--- src/verilog/hpsg_pkg.sv ---
// package: constants, carriers and mode table of the pattern and audio source
`default_nettype none
package hpsg_pkg;
  // ---------------------------------------------------------------
  // clock and timing
  // ---------------------------------------------------------------
  localparam int CLK_KHZ   = 200000;
  localparam int DEB_MS    = 20;
  localparam int DEB_CYC   = DEB_MS * CLK_KHZ;
  localparam int LOCK_US   = 10;
  localparam int LOCK_CYC  = (LOCK_US * CLK_KHZ + 999) / 1000;
  localparam int LOCK_W    = 12;
  localparam int PHASE_W   = 16;
  // ---------------------------------------------------------------
  // display modes
  // ---------------------------------------------------------------
  localparam int          MODE_W    = 3;
  localparam logic [2:0]  MODE_LAST = 3'h4;
  localparam int          PIX_W     = 8;
  // ---------------------------------------------------------------
  // audio
  // ---------------------------------------------------------------
  localparam int AUD_FS_HZ     = 48000;
  localparam int AUD_BITS      = 16;
  localparam int AUD_CHANS     = 2;
  localparam int AUD_SLOT_BITS = AUD_BITS * AUD_CHANS;
  localparam int AUD_REF_HZ    = 12288000;
  localparam int AUD_REF_HALF  = AUD_REF_HZ / (AUD_FS_HZ * AUD_SLOT_BITS * 2);
  localparam int SLOT_W        = 5;
  localparam int LUT_W         = 5;
  localparam logic [15:0] SINE_Q [0:8] = '{16'h0000, 16'h18F9, 16'h30FB, 16'h471C,
                                           16'h5A82, 16'h6A6D, 16'h7641, 16'h7D8A,
                                           16'h7FFF};
  // ---------------------------------------------------------------
  // carriers
  // ---------------------------------------------------------------
  typedef struct packed {
    logic [7:0] red;
    logic [7:0] green;
    logic [7:0] blue;
  } hpsg_pix_t;

  typedef struct packed {
    logic [11:0] h_act;
    logic [11:0] h_fp;
    logic [11:0] h_sync;
    logic [11:0] h_bp;
    logic [11:0] v_act;
    logic [11:0] v_fp;
    logic [11:0] v_sync;
    logic [11:0] v_bp;
    logic        hs_pos;
    logic        vs_pos;
    logic [15:0] inc;
  } hpsg_timing_t;

  typedef enum logic [1:0] {VST_LOCK = 2'b00, VST_RUN = 2'b01} hpsg_vst_t;

  // phase increment of the pixel-rate accumulator
  function automatic logic [15:0] hpsg_inc(input int pclk_khz);
    return 16'((longint'(pclk_khz) << PHASE_W) / CLK_KHZ);
  endfunction : hpsg_inc

  function automatic hpsg_timing_t hpsg_timing(input logic [2:0] m);
    hpsg_timing_t t;
    case (m)
      3'h0:    t = '{12'd640, 12'd16, 12'd96, 12'd48, 12'd480, 12'd10, 12'd2, 12'd33,
                     1'b0, 1'b0, hpsg_inc(25000)};
      3'h1:    t = '{12'd720, 12'd16, 12'd62, 12'd60, 12'd480, 12'd9, 12'd6, 12'd30,
                     1'b0, 1'b0, hpsg_inc(27000)};
      3'h2:    t = '{12'd1024, 12'd24, 12'd136, 12'd160, 12'd768, 12'd3, 12'd6, 12'd29,
                     1'b0, 1'b0, hpsg_inc(65000)};
      3'h3:    t = '{12'd1280, 12'd48, 12'd112, 12'd248, 12'd1024, 12'd1, 12'd3, 12'd38,
                     1'b1, 1'b1, hpsg_inc(108000)};
      default: t = '{12'd1920, 12'd88, 12'd44, 12'd148, 12'd1080, 12'd4, 12'd5, 12'd36,
                     1'b1, 1'b1, hpsg_inc(148500)};
    endcase
    return t;
  endfunction : hpsg_timing
endpackage : hpsg_pkg
`default_nettype wire

--- src/verilog/hpsg_buf2.sv ---
// two-entry valid/ready buffer
`timescale 1ns/10ps
`default_nettype none
module hpsg_buf2 #(
  parameter int W = 32
) (
  input  wire logic         core_clk,
  input  wire logic         resetn,
  input  wire logic         in_valid,
  output logic              in_ready,
  input  wire logic [W-1:0] in_data,
  output logic              out_valid,
  input  wire logic         out_ready,
  output logic [W-1:0]      out_data
);
  logic [W-1:0] mem_ff [0:1];
  logic [W-1:0] nxt_mem [0:1];
  logic         wp_ff, nxt_wp, rp_ff, nxt_rp;
  logic [1:0]   cnt_ff, nxt_cnt;
  logic         push, pop;

  assign in_ready  = (cnt_ff != 2'h2);
  assign out_valid = (cnt_ff != 2'h0);
  assign out_data  = mem_ff[rp_ff];
  assign push      = in_valid & in_ready;
  assign pop       = out_valid & out_ready;

  always_comb begin
    nxt_mem = mem_ff;
    nxt_wp  = wp_ff;
    nxt_rp  = rp_ff;
    nxt_cnt = cnt_ff;
    if (push) begin
      nxt_mem[wp_ff] = in_data;
      nxt_wp         = ~wp_ff;
    end
    if (pop) begin
      nxt_rp = ~rp_ff;
    end
    nxt_cnt = 2'(cnt_ff + {1'b0, push} - {1'b0, pop});
  end

  always_ff @(posedge core_clk or negedge resetn) begin
    if (!resetn) begin
      mem_ff[0] <= '0;
      mem_ff[1] <= '0;
      wp_ff     <= 1'b0;
      rp_ff     <= 1'b0;
      cnt_ff    <= 2'h0;
    end else begin
      mem_ff <= nxt_mem;
      wp_ff  <= nxt_wp;
      rp_ff  <= nxt_rp;
      cnt_ff <= nxt_cnt;
    end
  end
endmodule : hpsg_buf2
`default_nettype wire

--- src/verilog/hpsg_top.sv ---
// test video pattern and sine-tone audio source for an external transmitter
`timescale 1ns/10ps
`default_nettype none
module hpsg_top
  import hpsg_pkg::*;
#(
  parameter int DEB_CYCLES = DEB_CYC
) (
  input  wire logic         core_clk,
  input  wire logic         resetn,
  input  wire logic         mode_select_button_n,
  input  wire logic         audio_enable_switch,
  input  wire logic         aud_ref_clk,
  output logic              vid_pix_ce,
  output hpsg_pix_t         vid_data,
  output logic              vid_de,
  output logic              vid_hsync,
  output logic              vid_vsync,
  output logic              pix_clk_locked,
  output logic [MODE_W-1:0] timing_mode_index,
  output logic              i2s_bclk,
  output logic              i2s_lrck,
  output logic              i2s_sdata
);
  localparam int DEB_W = $clog2(DEB_CYCLES + 1);

  // ---------------------------------------------------------------
  // input synchronisers
  // ---------------------------------------------------------------
  logic btn_s1_ff, btn_s2_ff, sw_s1_ff, sw_s2_ff, ref_s1_ff, ref_s2_ff, ref_s3_ff;

  always_ff @(posedge core_clk or negedge resetn) begin
    if (!resetn) begin
      btn_s1_ff <= 1'b1;
      btn_s2_ff <= 1'b1;
      sw_s1_ff  <= 1'b0;
      sw_s2_ff  <= 1'b0;
      ref_s1_ff <= 1'b0;
      ref_s2_ff <= 1'b0;
      ref_s3_ff <= 1'b0;
    end else begin
      btn_s1_ff <= mode_select_button_n;
      btn_s2_ff <= btn_s1_ff;
      sw_s1_ff  <= audio_enable_switch;
      sw_s2_ff  <= sw_s1_ff;
      ref_s1_ff <= aud_ref_clk;
      ref_s2_ff <= ref_s1_ff;
      ref_s3_ff <= ref_s2_ff;
    end
  end

  // ---------------------------------------------------------------
  // button debounce and mode select
  // ---------------------------------------------------------------
  logic             btn_stable_ff, nxt_btn_stable;
  logic [DEB_W-1:0] deb_cnt_ff, nxt_deb_cnt;
  logic             press;

  always_comb begin
    nxt_btn_stable = btn_stable_ff;
    nxt_deb_cnt    = '0;
    press          = 1'b0;
    if (btn_s2_ff != btn_stable_ff) begin
      nxt_deb_cnt = DEB_W'(deb_cnt_ff + 1'b1);
      if (deb_cnt_ff == DEB_W'(DEB_CYCLES - 1)) begin
        nxt_btn_stable = btn_s2_ff;
        nxt_deb_cnt    = '0;
        press          = ~btn_s2_ff;
      end
    end
  end

  always_ff @(posedge core_clk or negedge resetn) begin
    if (!resetn) begin
      btn_stable_ff <= 1'b1;
      deb_cnt_ff    <= '0;
    end else begin
      btn_stable_ff <= nxt_btn_stable;
      deb_cnt_ff    <= nxt_deb_cnt;
    end
  end

  // ---------------------------------------------------------------
  // pixel rate generator and timing counters
  // ---------------------------------------------------------------
  hpsg_vst_t         vst_ff, nxt_vst;
  logic [MODE_W-1:0] mode_ff, nxt_mode;
  logic [LOCK_W-1:0] lock_ff, nxt_lock;
  logic [15:0]       phase_ff, nxt_phase;
  logic [11:0]       h_ff, nxt_h, v_ff, nxt_v, h_tot, v_tot;
  logic              ce_ff, nxt_ce, de_ff, nxt_de, hs_ff, nxt_hs, vs_ff, nxt_vs;
  hpsg_pix_t         pix_ff, nxt_pix;
  hpsg_timing_t      tm;
  logic              carry, in_hs, in_vs;

  assign tm    = hpsg_timing(mode_ff);
  assign h_tot = 12'(tm.h_act + tm.h_fp + tm.h_sync + tm.h_bp);
  assign v_tot = 12'(tm.v_act + tm.v_fp + tm.v_sync + tm.v_bp);
  assign in_hs = (h_ff >= 12'(tm.h_act + tm.h_fp)) &&
                 (h_ff < 12'(tm.h_act + tm.h_fp + tm.h_sync));
  assign in_vs = (v_ff >= 12'(tm.v_act + tm.v_fp)) &&
                 (v_ff < 12'(tm.v_act + tm.v_fp + tm.v_sync));

  always_comb begin
    nxt_vst   = vst_ff;
    nxt_mode  = mode_ff;
    nxt_lock  = lock_ff;
    nxt_phase = phase_ff;
    nxt_h     = h_ff;
    nxt_v     = v_ff;
    nxt_ce    = 1'b0;
    nxt_de    = de_ff;
    nxt_hs    = hs_ff;
    nxt_vs    = vs_ff;
    nxt_pix   = pix_ff;
    carry     = 1'b0;
    case (vst_ff)
      VST_LOCK: begin
        nxt_lock  = LOCK_W'(lock_ff + 1'b1);
        nxt_phase = '0;
        nxt_h     = '0;
        nxt_v     = '0;
        nxt_de    = 1'b0;
        nxt_hs    = ~tm.hs_pos;
        nxt_vs    = ~tm.vs_pos;
        nxt_pix   = '0;
        if (lock_ff == LOCK_W'(LOCK_CYC - 1)) begin
          nxt_vst = VST_RUN;
        end
      end
      VST_RUN: begin
        {carry, nxt_phase} = 17'({1'b0, phase_ff} + {1'b0, tm.inc});
        if (carry) begin
          nxt_ce = 1'b1;
          nxt_de = (h_ff < tm.h_act) && (v_ff < tm.v_act);
          nxt_hs = in_hs ? tm.hs_pos : ~tm.hs_pos;
          nxt_vs = in_vs ? tm.vs_pos : ~tm.vs_pos;
          if ((h_ff < tm.h_act) && (v_ff < tm.v_act)) begin
            nxt_pix = '{red: h_ff[7:0], green: v_ff[7:0], blue: h_ff[7:0] ^ v_ff[7:0]};
          end else begin
            nxt_pix = '0;
          end
          if (h_ff == 12'(h_tot - 1'b1)) begin
            nxt_h = '0;
            nxt_v = (v_ff == 12'(v_tot - 1'b1)) ? 12'h000 : 12'(v_ff + 1'b1);
          end else begin
            nxt_h = 12'(h_ff + 1'b1);
          end
        end
      end
      default: begin
        nxt_vst = VST_LOCK;
      end
    endcase
    if (press) begin
      nxt_mode = (mode_ff == MODE_LAST) ? 3'h0 : 3'(mode_ff + 1'b1);
      nxt_vst  = VST_LOCK;
      nxt_lock = '0;
      nxt_ce   = 1'b0;
    end
  end

  always_ff @(posedge core_clk or negedge resetn) begin
    if (!resetn) begin
      vst_ff   <= VST_LOCK;
      mode_ff  <= 3'h0;
      lock_ff  <= '0;
      phase_ff <= 16'h0000;
      h_ff     <= 12'h000;
      v_ff     <= 12'h000;
      ce_ff    <= 1'b0;
      de_ff    <= 1'b0;
      hs_ff    <= 1'b1;
      vs_ff    <= 1'b1;
      pix_ff   <= '0;
    end else begin
      vst_ff   <= nxt_vst;
      mode_ff  <= nxt_mode;
      lock_ff  <= nxt_lock;
      phase_ff <= nxt_phase;
      h_ff     <= nxt_h;
      v_ff     <= nxt_v;
      ce_ff    <= nxt_ce;
      de_ff    <= nxt_de;
      hs_ff    <= nxt_hs;
      vs_ff    <= nxt_vs;
      pix_ff   <= nxt_pix;
    end
  end

  assign vid_pix_ce        = ce_ff;
  assign vid_data          = pix_ff;
  assign vid_de            = de_ff;
  assign vid_hsync         = hs_ff;
  assign vid_vsync         = vs_ff;
  assign pix_clk_locked    = (vst_ff == VST_RUN);
  assign timing_mode_index = mode_ff;

  // ---------------------------------------------------------------
  // sine sample producer
  // ---------------------------------------------------------------
  logic [LUT_W-1:0]         lut_ff, nxt_lut;
  logic [15:0]              mag, smp;
  logic [AUD_SLOT_BITS-1:0] prod_data, buf_data;
  logic                     prod_ready, buf_valid, buf_pop;

  always_comb begin
    mag = lut_ff[3] ? SINE_Q[4'h8 - {1'b0, lut_ff[2:0]}] : SINE_Q[{1'b0, lut_ff[2:0]}];
    smp = lut_ff[4] ? 16'(-mag) : mag;
    prod_data = sw_s2_ff ? {smp, smp} : '0;
    nxt_lut   = prod_ready ? LUT_W'(lut_ff + 1'b1) : lut_ff;
  end

  always_ff @(posedge core_clk or negedge resetn) begin
    if (!resetn) begin
      lut_ff <= '0;
    end else begin
      lut_ff <= nxt_lut;
    end
  end

  hpsg_buf2 #(.W(AUD_SLOT_BITS)) u_buf (
    .core_clk  (core_clk),
    .resetn    (resetn),
    .in_valid  (1'b1),
    .in_ready  (prod_ready),
    .in_data   (prod_data),
    .out_valid (buf_valid),
    .out_ready (buf_pop),
    .out_data  (buf_data)
  );

  // ---------------------------------------------------------------
  // I2S serialiser on the sampled reference clock
  // ---------------------------------------------------------------
  logic [2:0]               half_ff, nxt_half;
  logic [SLOT_W-1:0]        slot_ff, nxt_slot;
  logic [AUD_SLOT_BITS-1:0] sh_ff, nxt_sh, word;
  logic                     bclk_ff, nxt_bclk, lr_ff, nxt_lr, sd_ff, nxt_sd, ref_rise, fall;

  assign ref_rise = ref_s2_ff & ~ref_s3_ff;

  always_comb begin
    nxt_half = half_ff;
    nxt_bclk = bclk_ff;
    nxt_slot = slot_ff;
    nxt_lr   = lr_ff;
    nxt_sd   = sd_ff;
    nxt_sh   = sh_ff;
    fall     = 1'b0;
    buf_pop  = 1'b0;
    word     = buf_valid ? buf_data : '0;
    if (ref_rise) begin
      nxt_half = 3'(half_ff + 1'b1);
      if (half_ff == 3'(AUD_REF_HALF - 1)) begin
        nxt_half = 3'h0;
        nxt_bclk = ~bclk_ff;
        fall     = bclk_ff;
      end
    end
    if (fall) begin
      nxt_slot = SLOT_W'(slot_ff + 1'b1);
      nxt_lr   = nxt_slot[SLOT_W-1];
      if (nxt_slot == 5'h01) begin
        buf_pop = 1'b1;
        nxt_sd  = word[AUD_SLOT_BITS-1];
        nxt_sh  = {word[AUD_SLOT_BITS-2:0], 1'b0};
      end else begin
        nxt_sd  = sh_ff[AUD_SLOT_BITS-1];
        nxt_sh  = {sh_ff[AUD_SLOT_BITS-2:0], 1'b0};
      end
    end
  end

  always_ff @(posedge core_clk or negedge resetn) begin
    if (!resetn) begin
      half_ff <= 3'h0;
      bclk_ff <= 1'b0;
      slot_ff <= 5'h00;
      lr_ff   <= 1'b0;
      sd_ff   <= 1'b0;
      sh_ff   <= '0;
    end else begin
      half_ff <= nxt_half;
      bclk_ff <= nxt_bclk;
      slot_ff <= nxt_slot;
      lr_ff   <= nxt_lr;
      sd_ff   <= nxt_sd;
      sh_ff   <= nxt_sh;
    end
  end

  assign i2s_bclk  = bclk_ff;
  assign i2s_lrck  = lr_ff;
  assign i2s_sdata = sd_ff;
endmodule : hpsg_top
`default_nettype wire
--- config.mk ---
export PLATFORM = sky130hd
export DESIGN_NAME = hpsg_top
export DESIGN_NICKNAME = d
export VERILOG_FILES = /design/src/verilog/hpsg_pkg.sv /design/src/verilog/hpsg_buf2.sv /design/src/verilog/hpsg_top.sv
export SDC_FILE = /design/constraint.sdc
export NUM_CORES = 1
export LEC_CHECK = 0
export ABC_AREA = 1
export BUFFER_PORTS_ARGS = -buffer_cell sky130_fd_sc_hd__clkbuf_2
export CORE_MARGIN = 3
export CORE_UTILIZATION = 65
export DETAILED_ROUTE_END_ITERATION = 8
export PLACE_DENSITY = 0.81
export SYNTH_ARGS = -nofsm -noshare
export SYNTH_HDL_FRONTEND = slang
export SYNTH_SLANG_ARGS = --single-unit
--- constraint.sdc ---
create_clock -name core_clk -period 16.9 [get_ports core_clk]
set_clock_uncertainty 0.15 [all_clocks]
set_input_delay 0.845 -clock core_clk [delete_from_list [all_inputs] [get_ports core_clk]]
set_output_delay 0.845 -clock core_clk [all_outputs]
set_load 0.01 [all_outputs]
==> summary.txt, run 1 <==
Run status
  • Status: completed

Placed design
  • Input/output buffers: 39
  • Hpwl dp: 22700 um
  • Routability cong.: between 0.9 and 1
  • Placed cells: 2038

Route
  • Via/cell ratio: a little under 6
  • DR DRC count: 0
  • Pre-antenna DRT Iters: 6
  • Routed Antenna Nets: 0
  • DR WL/cell: 15.6 um
  • Drt initial violations: 908
  • DRT Wirelength: about 32000 um
  • Via count: 12000

Power
  • Sw Pwr: 0.000619 W
  • Clk network pwr share: 29.1%
  • Worst vdd ir: between 0.06 and 0.07 mV
  • Gate power share: 30.5%
  • Net Sw Frac: 40.2%
  • Leakage power: 7.46 nW
  • Reg power frac: about 40%
  • Int Power: just over 0.0009 W
  • Power per standard cell area: 105 mW/mm2
  • Power Total: 0.00154 W

STA
  • Post-layout min period: 6.94 ns
  • Slew Limit Fails: 0
  • Tcrit/Tclk final: 41.1%
  • Final hold vios: 0
  • Fmax: 144 MHz
  • Setup TNS: 0 ns
  • Slew @ Worst Pin: 1.03 ns
  • Unrepaired setup endpoints after global routing: no
  • Setup violators final: 0
  • Rel. slew slack: 31.4%

Synth
  • Seq/Total Area, Yosys: 36.0%
  • Cells after synthesis: ~1800
  • Commonest register cell after synthesis: dfrtp_1
  • Synth cell types: 56
  • FF+latch count, synth: 196
  • Synth warn: 0
  • Mean post-synth cell area: 7.67 um2
  • FFs w/ async S/R, synth: 100%
  • EDFF count, synth: 0
  • Mapped Area: 0.0136 mm2
  • Synthesized Nets: 1924

Clock tree
  • Clock buffer depth: 2
  • CTS buffer count: 17
  • CTS tree: built
  • CTS root buf: clkbuf_16
  • Clock-pin slew on the worst setup and hold paths: 0.09 ns
  • H-tree depth: 4
  • Clk_lat worst skew: 0.45 ns
  • CTS Sinks: 196
  • Post-CTS Setup Bufs: 0
  • Gates resized, CTS repair: 0
  • CTS Hold Buffers Added: 0

Worst setup path
  • Most common cell on crit path: nand2_1
  • CP peak stage delay: 0.44 ns
  • Crit path from: timing_mode_index[0]
  • Crit Path Max Fanout: 22
  • Critical path required time: 17.08 ns
  • Crit path DAT: 7.12 ns
  • CP Capture Type: flip-flop
  • R2R Path Start: timing_mode_index[0]
  • CP Class: reg2reg
  • Slowest CP cell: dfrtp_1
  • Crit path launch type: flip-flop

Layout
  • Fraction of layout cells with a size suffix above 1: between 7 and 8%
  • Sequential Area: 0.00491 mm2
  • Fill count: 1612
  • Nets@finish: roughly 1900
  • Area Growth Syn to Fin: 7.36%
  • N_diodes: 0
  • Non-filler instance count after layout: 2070
  • Area of the multi-input gates: 0.00762 mm2

Floorplan
  • Die area: 0.0228 mm2
  • Width of the die: 151 um
  • Initial Utilization: 66.8%
  • Core area: slightly above 0.02 mm2
  • Chip height: around 150 um
  • Row Count: 52
  • # IOs: 40

Worst hold path
  • Worst hold start: ref_s1_ff
  • Hold crit path type: reg2reg

Global routing
  • Largest net degree at the start of global routing: 125
  • GRT Total Usage: 28.9%
  • Congestion Overflow GR: 0
  • Initial antenna violation count: 0
  • Vias in the first global route: approximately 11000
  • First-pass GRT wire length: 53600 um

Flow run
  • Max Cap Viol: 0
power groups by stage:
stage,combinational [W],clock [W],sequential [W]
floorplan,0.000374,0,0.000601
global placement,0.000448,0,0.000625
detailed placement,0.000459,0,0.000628
CTS,0.000468,0.000457,0.000620
global route,0.000537,0.000474,0.000632
finish,0.000471,0.000449,0.000621
metrics by stage:
stage | setup slack, ns | utilization [%] | hold WS [ns] | cell area (um2)
finish | 9.96 | 71.7 | 0.201 | 14600
global route | 9.32 | 71.7 | 0.211 | 14600
CTS | 10.05 | 71.7 | 0.207 | 14600
detailed placement | 10.12 | 68.4 | 0.189 | 14000
global placement | 10.39 | 68.4 | 0.182 | 14000
floorplan | 11.44 | - | 0.181 | 13600
logic make-up (layout without fill, tap and decap cells):
| family | count (synthesis) | in the layout | share of synthesized area [%] |
|---|---|---|---|
| and+or+nand+nor | 736 | 736 | 23.8 |
| AOI/OAI and AO/OA | 345 | 345 | 14.1 |
| buffers and inverters | 286 | 307 | 8.18 |
| DFF | 196 | 196 | 36.0 |
| adders and majority gates | 140 | 140 | 13.1 |
| xor gates and xnor gates | 74 | 74 | 4.75 |
| other | 1 | 1 | 0.0275 |
| muxes | 1 | 1 | 0.0734 |
final cells by class:
class                      count  area share, %
multi-input combinational   1297           52.0
tap                          270           2.31
clock inverter                15           1.62
sequential                   196           33.5
clock buffer                  17           2.90
inverter                     230           5.91
timing repair buffer          45           1.70
per-layer routing:
layer | wire length, um | GRT usage (%) | vias up
li1 | - | - | 5892
met1 | 14700 | 40.9 | 5634
met2 | 14900 | 46.3 | 431
met3 | 2090 | 3.89 | 68
met4 | 670 | 9.34 | 0
met5 | 0 | 0 | -
registers in the layout, summed over array words and instances, names as in the netlist, 2 cells and up:
signal	cells
deb_cnt_ff	22
h_ff	12
half_ff	3
lock_ff	12
lut_ff	5
phase_ff	16
sh_ff	31
slot_ff	5
timing_mode_index	3
u_buf.cnt_ff	2
u_buf.mem_ff	32
v_ff	12
vid_data	24
cells in the final DEF, fill, tap and decap left out, drive strengths merged, types with 5 or more instances in the layout:
cell type,count
o21ai,140
o221ai,5
a21oi,137
xor2,52
a211oi,5
o211ai,19
nor3,30
dfstp,5
nand3b,15
buf,6
clkinv,6
xnor2,22
a21boi,8
nand3,101
ha,136
nor4,6
inv,239
dfrtp,191
nand2,380
nand4,33
nor2,141
or2,23
clkbuf,56
final timing paths:
| path | to | slack (ns) | depth (start not counted) |
|---|---|---|---|
| setup / recovery | v_ff[0] | 9.96 | 34 |
| hold / removal | ref_s2_ff | 0.20 | 0 |
| setup reg to reg | v_ff[0] | 9.96 | 34 |
| hold reg to reg | ref_s2_ff | 0.20 | 0 |
| max in group asynchronous | u_buf.mem_ff[50] | 14.79 | 2 |
| min in group asynchronous | vid_data[22] | 0.32 | 1 |
cell usage after synthesis, types with 4 or more instances:
master	n	share of area (%)
a211oi_1	5	0.28
o211ai_1	19	1.0
nand3_1	99	3.6
xor2_1	52	3.3
inv_1	220	6.1
dfstp_2	5	0.96
buf_4	4	0.22
ha_1	136	12
nand4_1	31	1.4
nor4_1	6	0.28
o22ai_1	4	0.18
clkbuf_1	36	0.99
o21a_1	4	0.22
nor3b_1	4	0.22
buf_2	8	0.29
a21o_1	4	0.22
buf_1	6	0.17
a31oi_1	4	0.18
inv_2	8	0.22
o221ai_1	5	0.32
nor3_1	29	1.1
xnor2_1	22	1.4
o2111ai_1	4	0.26
o21ai_0	134	4.9
a21boi_0	8	0.44
dfrtp_1	191	35
nand2_2	6	0.28
nand2_1	371	10
or2_2	23	1.1
a21oi_1	134	4.9
fa_1	4	0.59
nor2_1	138	3.8
nand3b_1	15	0.83
critical path: cells and delay by family (launching register included):
family / cells / cell delay [ns]
AO/OA/AOI/OAI: 5 / 0.96
XOR/XNOR: 1 / 0.22
adder cells (fa/ha/maj): 6 / 1.85
buffers and inverters: 7 / 0.96
flip-flops: 1 / 0.44
AND/OR/NAND/NOR: 15 / 2.20
No activity file was read; power rests on OpenSTA's default activity.
==> run 2, diff against run 1 <==
CORE_UTILIZATION = 58   (was 65)
PLACE_DENSITY = 0.76   (was 0.81)
clock period = 5.9 ns   (was 16.9 ns; I/O delays follow)
==> run 2 against run 1 <==
Against the previous run:
- final cell count rose by 2.9%
- largest cell class unchanged
- wire length shrank 1.8%
- register-to-register slack got worse by 9.6 ns
- highest routed layer unchanged
==> summary.txt, run 2 (same netlist as run 1, synthesis figures left out) <==
Power
  • Worst vdd ir: around 0.21 mV
  • Int Power: around 0.0026 W
  • Reg power frac: 41.0%
  • Clk network pwr share: 28.0%
  • Sw Pwr: 0.00172 W
  • Gate power share: 31.1%
  • Net Sw Frac: 39.5%
  • Leakage power: about 7.5 nW
  • Power per standard cell area: 292 mW/mm2

Placed design
  • Dpl ws: 0.172 ns
  • Input/output buffers: 39
  • Hpwl dp: 23100 um
  • Area after DPL: around 0.014 mm2
  • Routability cong.: about 0.90
  • Placed cells: 2091

Layout
  • Commonest non-fill, non-tap cell in the layout: nand2_1
  • Area Growth Syn to Fin: 9.13%
  • Util after Layout: 65.2%
  • N_diodes: 0
  • Number of flip-flops in the largest register: 32
  • Non-filler instance count after layout: 2130
  • Reg with most FFs: u_buf.mem_ff
  • Fin area: 0.0149 mm2
  • Fraction of layout cells with a size suffix above 1: under 10%
  • Nets@finish: 1949
  • Commonest non-fill, non-tap cells in the layout: nand2_1, inv_1, dfrtp_1

Route
  • Routed Antenna Nets: 0
  • M1 WL: 15300 um
  • Drt initial violations: 934
  • Detail Route met3 WL: 1830 um
  • DR DRC count: 0
  • Top routing layer used: met4
  • Via count: 11900
  • DRT Wirelength: 31800 um
  • Via/cell ratio: 5.58
  • DR WL/cell: ~15 um
  • Pre-antenna DRT Iters: 5
  • DR WL met2: about 14000 um

Floorplan
  • Width of the die: about 160 um
  • Row Count: 55
  • Core area: 0.0228 mm2
  • Initial Utilization: about three fifths
  • # IOs: 40
  • Die area: 0.0254 mm2
  • Chip height: approximately 160 um

Clock tree
  • Clock-pin slew on the worst setup and hold paths: 0.08 ns
  • CTS root buf: clkbuf_16
  • Clock buffer depth: 2
  • CTS buffer count: 17
  • CTS tree: built
  • Clk_lat worst skew: 0.45 ns
  • H-tree depth: 4
  • CTS Sinks: 196

STA
  • Slew @ Worst Pin: 0.948 ns
  • Final WS setup: 0.321 ns
  • Setup violators final: 0
  • Post-layout min period: between 5 and 6 ns
  • Tcrit/Tclk final: ~95%
  • Final hold vios: 0
  • Setup TNS: 0 ns
  • Fmax: 179 MHz
  • Slew Limit Fails: 0
  • Rel. slew slack: between 30% and 40%

Worst setup path
  • Crit path from: timing_mode_index[0]
  • Flop-to-flop setup slack: 0.32 ns
  • CP peak stage delay: 0.44 ns
  • CP Capture Type: flip-flop
  • Crit path launch type: flip-flop
  • Crit path DAT: slightly below 6 ns
  • CP Class: reg2reg
  • R2R Path Start: timing_mode_index[0]
  • Crit path to: v_ff[6]
  • Slowest CP cell: dfrtp_1
  • Crit Path Max Fanout: 16
  • Worst r2r dst: v_ff[6]
  • Critical path required time: just over 6 ns
  • Most common cell on crit path: nand2_1
  • R2r worst-path depth: 32

Global routing
  • Largest net degree at the start of global routing: 72
  • First-pass GRT wire length: 53600 um
  • Congestion Overflow GR: 0
  • Vias in the first global route: 11200
  • GRT Total Usage: 25.1%
  • Initial antenna violation count: 0

Run status
  • Status: completed

Flow run
  • Max Cap Viol: 0

Worst hold path
  • Hold crit path type: reg2reg
-- run 2: changes by cell type in the layout (fill, tap and decap cells not counted), moves of 3 or more --
| cell | previous run | this run |
|---|---|---|
| buf_4 | 6 | 18 |
| dlygate4sd3_1 | 0 | 4 |
| ha_1 | 136 | 133 |
| ha_2 | 0 | 3 |
| inv_16 | 3 | 0 |
-- run 2: timing repair --
| action | in CTS | in global routing |
|---|---|---|
| endpoints found under the hold margin | 64 | 0 |
| resized for setup | 0 | 18 |
| hold buffers | 4 | 0 |
| setup buffers | 0 | 3 |
| setup endpoints to repair | 0 | 21 |
-- run 2: layout make-up --
type / instances / area (um2)
Fill cell: 1998 / 7960
Multi-Input combinational cell: 1297 / 7690
Sequential cell: 196 / 4910
Inverter: 230 / 868
Clock buffer: 17 / 425
Tap cell: 313 / 392
Timing Repair Buffer: 62 / 390
Clock inverter: 15 / 215
-- run 2: per-layer routing --
metal | vias up | global-route usage (%)
li1 | 5942 | -
met1 | 5598 | 36.0
met2 | 309 | 40.0
met3 | 28 | 4.55
met4 | 0 | 5.25
met5 | - | 0
-- run 2: worst min path at each step --
stage | start | end | slack, ns | cells past startpoint
after detailed placement | resetn | vid_data[22] | 0.16 | 1
after global routing | ref_s1_ff | ref_s2_ff | 0.22 | 0
after CTS | sw_s1_ff | sw_s2_ff | 0.21 | 0
after floorplan | resetn | deb_cnt_ff[0] | -0.15 | 0
final | ref_s1_ff | ref_s2_ff | 0.21 | 0
after global placement | resetn | vid_data[22] | 0.16 | 1
-- run 2: power groups by stage --
| stage | registers [W] | logic, W | clock network (W) |
|---|---|---|---|
| after floorplan | 0.00172 | 0.00107 | 0 |
| after global routing | 0.00181 | 0.00155 | 0.00129 |
| after global placement | 0.00179 | 0.00129 | 0 |
| final | 0.00178 | 0.00135 | 0.00122 |
| after detailed placement | 0.00180 | 0.00133 | 0 |
| after CTS | 0.00178 | 0.00135 | 0.00123 |
-- run 2: through the flow --
step,hold WS (ns),total power (W)
floorplan,-0.151,0.00279
global placement,0.156,0.00308
detailed placement,0.159,0.00314
CTS,0.208,0.00436
global route,0.222,0.00465
finish,0.207,0.00435
-- run 2: critical path: cells and delay by family, from the launching register on --
| family | cells | cell delay, ns |
|---|---|---|
| adder cells (fa/ha/maj) | 8 | 2.23 |
| AND/OR/NAND/NOR | 16 | 1.72 |
| buffers and inverters | 5 | 0.49 |
| flip-flops | 1 | 0.44 |
| XOR/XNOR | 2 | 0.34 |
| AO/OA/AOI/OAI | 1 | 0.16 |
==> run 3, diff against run 2 <==
CORE_ASPECT_RATIO = 2   (was default)
SYNTH_HIERARCHICAL = 1   (was default)
==> run 3 against run 2 <==
Against the previous run:
- hold slack got worse by 0.00082 ns
- sequential share of layout area grew 0.74 points
- total power up 19%
- maximum frequency is 0.34% lower
- clock power grew 19%
- non-clock buffer count increased by 11
- final cell count grew 15%
==> summary.txt, run 3 <==
Layout
  • Nets@finish: around 2200
  • Commonest non-fill, non-tap cells in the layout: nand2_1, dfrtp_1, inv_1
  • Fill count: 2324
  • Fraction of layout cells with a size suffix above 1: 8.80%
  • Area of the multi-input gates: 0.00869 mm2
  • Reg with most FFs: u_buf/mem_ff
  • Number of flip-flops in the largest register: between 60 and 70
  • Commonest non-fill, non-tap cell in the layout: nand2_1
  • Util after Layout: between 60% and 70%
  • N_diodes: 0
  • Fin area: 0.0169 mm2
  • Sequential Area: 0.00571 mm2
  • Area Growth Syn to Fin: 8.69%

Worst setup path
  • Critical path required time: 6.16 ns
  • Slowest CP cell: dfrtp_2
  • Most common cell on crit path: ha_1
  • Crit path launch type: flip-flop
  • Crit Path Max Fanout: 12
  • CP Class: reg2reg
  • CP Capture Type: flip-flop
  • Crit path DAT: 5.86 ns
  • R2R Path Start: timing_mode_index[0]
  • Flop-to-flop setup slack: about 0.30 ns
  • R2r worst-path depth: 29
  • Top delay family on crit path: adder cells
  • CP peak stage delay: about 0.44 ns
  • Worst r2r dst: v_ff[6]
  • CP bufs+invs: 4

Synth
  • Multiplexer area fraction after synthesis: 0%
  • Synth cell types: 60
  • Largest area contributor in the netlist: dfrtp_1
  • Synth Area in Adders: 11.4%
  • EDFF count, synth: 0
  • Synth top area cells: dfrtp_1, nand2_1, ha_1
  • FF+latch count, synth: 228
  • Seq/Total Area, Yosys: 36.6%
  • Commonest register cell after synthesis: dfrtp_1
  • Mapped Area: 0.0156 mm2
  • Most frequent cell after synthesis: nand2_1
  • Commonest cells post-synth: nand2_1, dfrtp_1, inv_1
  • Compound-cell area share of the yosys netlist: 8.85%
  • Main combinational cell family by area after synthesis: simple AND/OR/NAND/NOR gates
  • Simple-Gate Fraction of Synth Area: 30.7%
  • Cells after synthesis: 2078
  • Mean post-synth cell area: ~7.5 um2
  • Synth warn: 6
  • Yosys top cell area share: 35.8%
  • FFs w/ async S/R, synth: 100%
  • Xor/xnor cell area share of the yosys netlist: 4.11%

Power
  • Net Sw Frac: just under 40%
  • Clk network pwr share: 28.1%
  • Reg power frac: 40.0%
  • Leakage power: 8.85 nW
  • Gate power share: between 30% and 40%
  • Int Power: 0.00316 W
  • Sw Pwr: ~0.002 W
  • Worst vdd ir: 0.453 mV
  • Power per standard cell area: a little over 300 mW/mm2

STA
  • Post-layout min period: between 5 and 6 ns
  • Setup violators final: 0
  • Setup TNS: 0 ns
  • Slew @ Worst Pin: 1.13 ns
  • Slew Limit Fails: 0
  • Rel. slew slack: 24.5%
  • Final hold vios: 0
  • Fmax: about 180 MHz
  • Tcrit/Tclk final: 94.9%

Placed design
  • Hpwl dp: a little under 30000 um
  • Routability cong.: 0.963
  • Input/output buffers: 39
  • Area after DPL: 0.0160 mm2

Clock tree
  • Clk_lat worst skew: 0.53 ns
  • Clock buffer depth: 3
  • Clock-pin slew on the worst setup and hold paths: 0.06 ns
  • CTS Sinks: 228
  • CTS tree: built
  • H-tree depth: 1
  • CTS root buf: clkbuf_16
  • CTS buffer count: 22

Floorplan
  • # IOs: 40
  • Row Count: 84
  • Width of the die: 122 um
  • Initial Utilization: 59.1%
  • Core area: 0.0264 mm2
  • Chip height: 238 um
  • Die area: around 0.029 mm2

Route
  • Drt initial violations: 841
  • DRT Wirelength: 40700 um
  • DR WL/cell: 16.6 um
  • Via/cell ratio: 5.71
  • Via count: 14000
  • Routed Antenna Nets: 0
  • DR DRC count: 0
  • Pre-antenna DRT Iters: 5

Global routing
  • GRT Total Usage: 28.2%
  • Largest net degree at the start of global routing: between 80 and 90
  • Congestion Overflow GR: 0
  • Initial antenna violation count: 0
  • First-pass GRT wire length: roughly 67000 um
  • Vias in the first global route: between 10000 and 15000

Worst hold path
  • Hold crit path type: reg2reg
  • Worst hold start: sw_s1_ff
  • Worst Hold Endpoint: sw_s2_ff
  • Hold Path Stages: 0

Flow run
  • Max Cap Viol: 0

Run status
  • Status: completed
run 3: cell types whose count changed in the layout (fill, tap and decap cells not counted), moves of 11 or more:
cell | before | now
nand2_1 | 371 | 582
nand3_1 | 99 | 181
nand4_1 | 31 | 95
o21ai_0 | 132 | 93
a21oi_1 | 132 | 94
dfrtp_1 | 191 | 222
or2_2 | 23 | 4
nor2_1 | 134 | 120
buf_4 | 18 | 30
o211ai_1 | 19 | 7
nand2_2 | 4 | 15
run 3: power by group through the flow:
stage / registers, W / clock network [W] / logic (W)
final: 0.00207 / 0.00145 / 0.00165
after global routing: 0.00210 / 0.00155 / 0.00189
after CTS: 0.00206 / 0.00148 / 0.00164
after detailed placement: 0.00209 / 0 / 0.00163
after global placement: 0.00208 / 0 / 0.00159
after floorplan: 0.00201 / 0 / 0.00132
run 3: kinds of logic (layout without fill, tap and decap cells):
group	after synthesis	after routing
and+or+nand+nor	1074	1075
buffers and inverters	318	349
AOI/OAI and AO/OA	247	247
DFF	228	228
adders and majority gates	140	140
xor gates and xnor gates	70	70
other	1	5
run 3: worst register-to-register path: cells and delay by family, from the launching register on:
family / cells / cell delay (ns)
adders and majority gates: 8 / 2.21
and+or+nand+nor: 12 / 1.52
AOI/OAI and AO/OA: 4 / 0.66
DFF: 1 / 0.44
xor gates and xnor gates: 1 / 0.26
buffers and inverters: 4 / 0.24
run 3: routing by layer:
metal  up-vias  share of wire, %  GRT usage [%]  wire (um)
met5         -                 0              0          0
met4         0               7.8           19.4       3180
met3       173               3.7           2.70       1500
met2       375                54           53.8      22100
met1      6631                34           27.6      13900
li1       6865                 -              -          -
run 3: per-stage QoR:
stage,power [W],hold WS (ns),setup slack [ns],cells
floorplan,0.00333,-0.151,0.467,2082
finish,0.00517,0.206,0.302,2458
detailed placement,0.00372,0.194,-0.0100,2407
global placement,0.00367,0.182,0.175,2407
CTS,0.00519,0.209,0.0336,2451
global route,0.00554,0.217,-0.0346,2458
run 3: worst max path at each step:
| stage | start | endpoint | cells after the start | slack, ns |
|---|---|---|---|---|
| 4_1_cts | timing_mode_index[0] | v_ff[6] | 29 | 0.03 |
| 5_1_grt | timing_mode_index[0] | v_ff[9] | 29 | -0.03 |
| 3_5_place_dp | timing_mode_index[0] | v_ff[11] | 29 | -0.01 |
| 2_1_floorplan | timing_mode_index[1] | v_ff[7] | 35 | 0.47 |
| 3_3_place_gp | timing_mode_index[0] | v_ff[11] | 29 | 0.17 |
| 6_report | timing_mode_index[0] | v_ff[6] | 29 | 0.30 |
run 3: repair_timing:
action | in CTS | in global routing
pin swaps | 0 | 4
setup buffers | 0 | 6
resized for setup | 1 | 17
gates cloned | 0 | 1
hold buffers | 4 | 0
hold endpoints to repair | 87 | 0
endpoints found under the setup margin | 12 | 24
run 3: cell type report:
| cell class | count | share of cell area [%] |
|---|---|---|
| clock buffer | 27 | 3.72 |
| clock inverter | 13 | 0.672 |
| inverter | 236 | 5.26 |
| multi-input combinational | 1537 | 51.3 |
| sequential | 228 | 33.7 |
| tap | 344 | 2.54 |
| timing repair buffer | 73 | 2.78 |
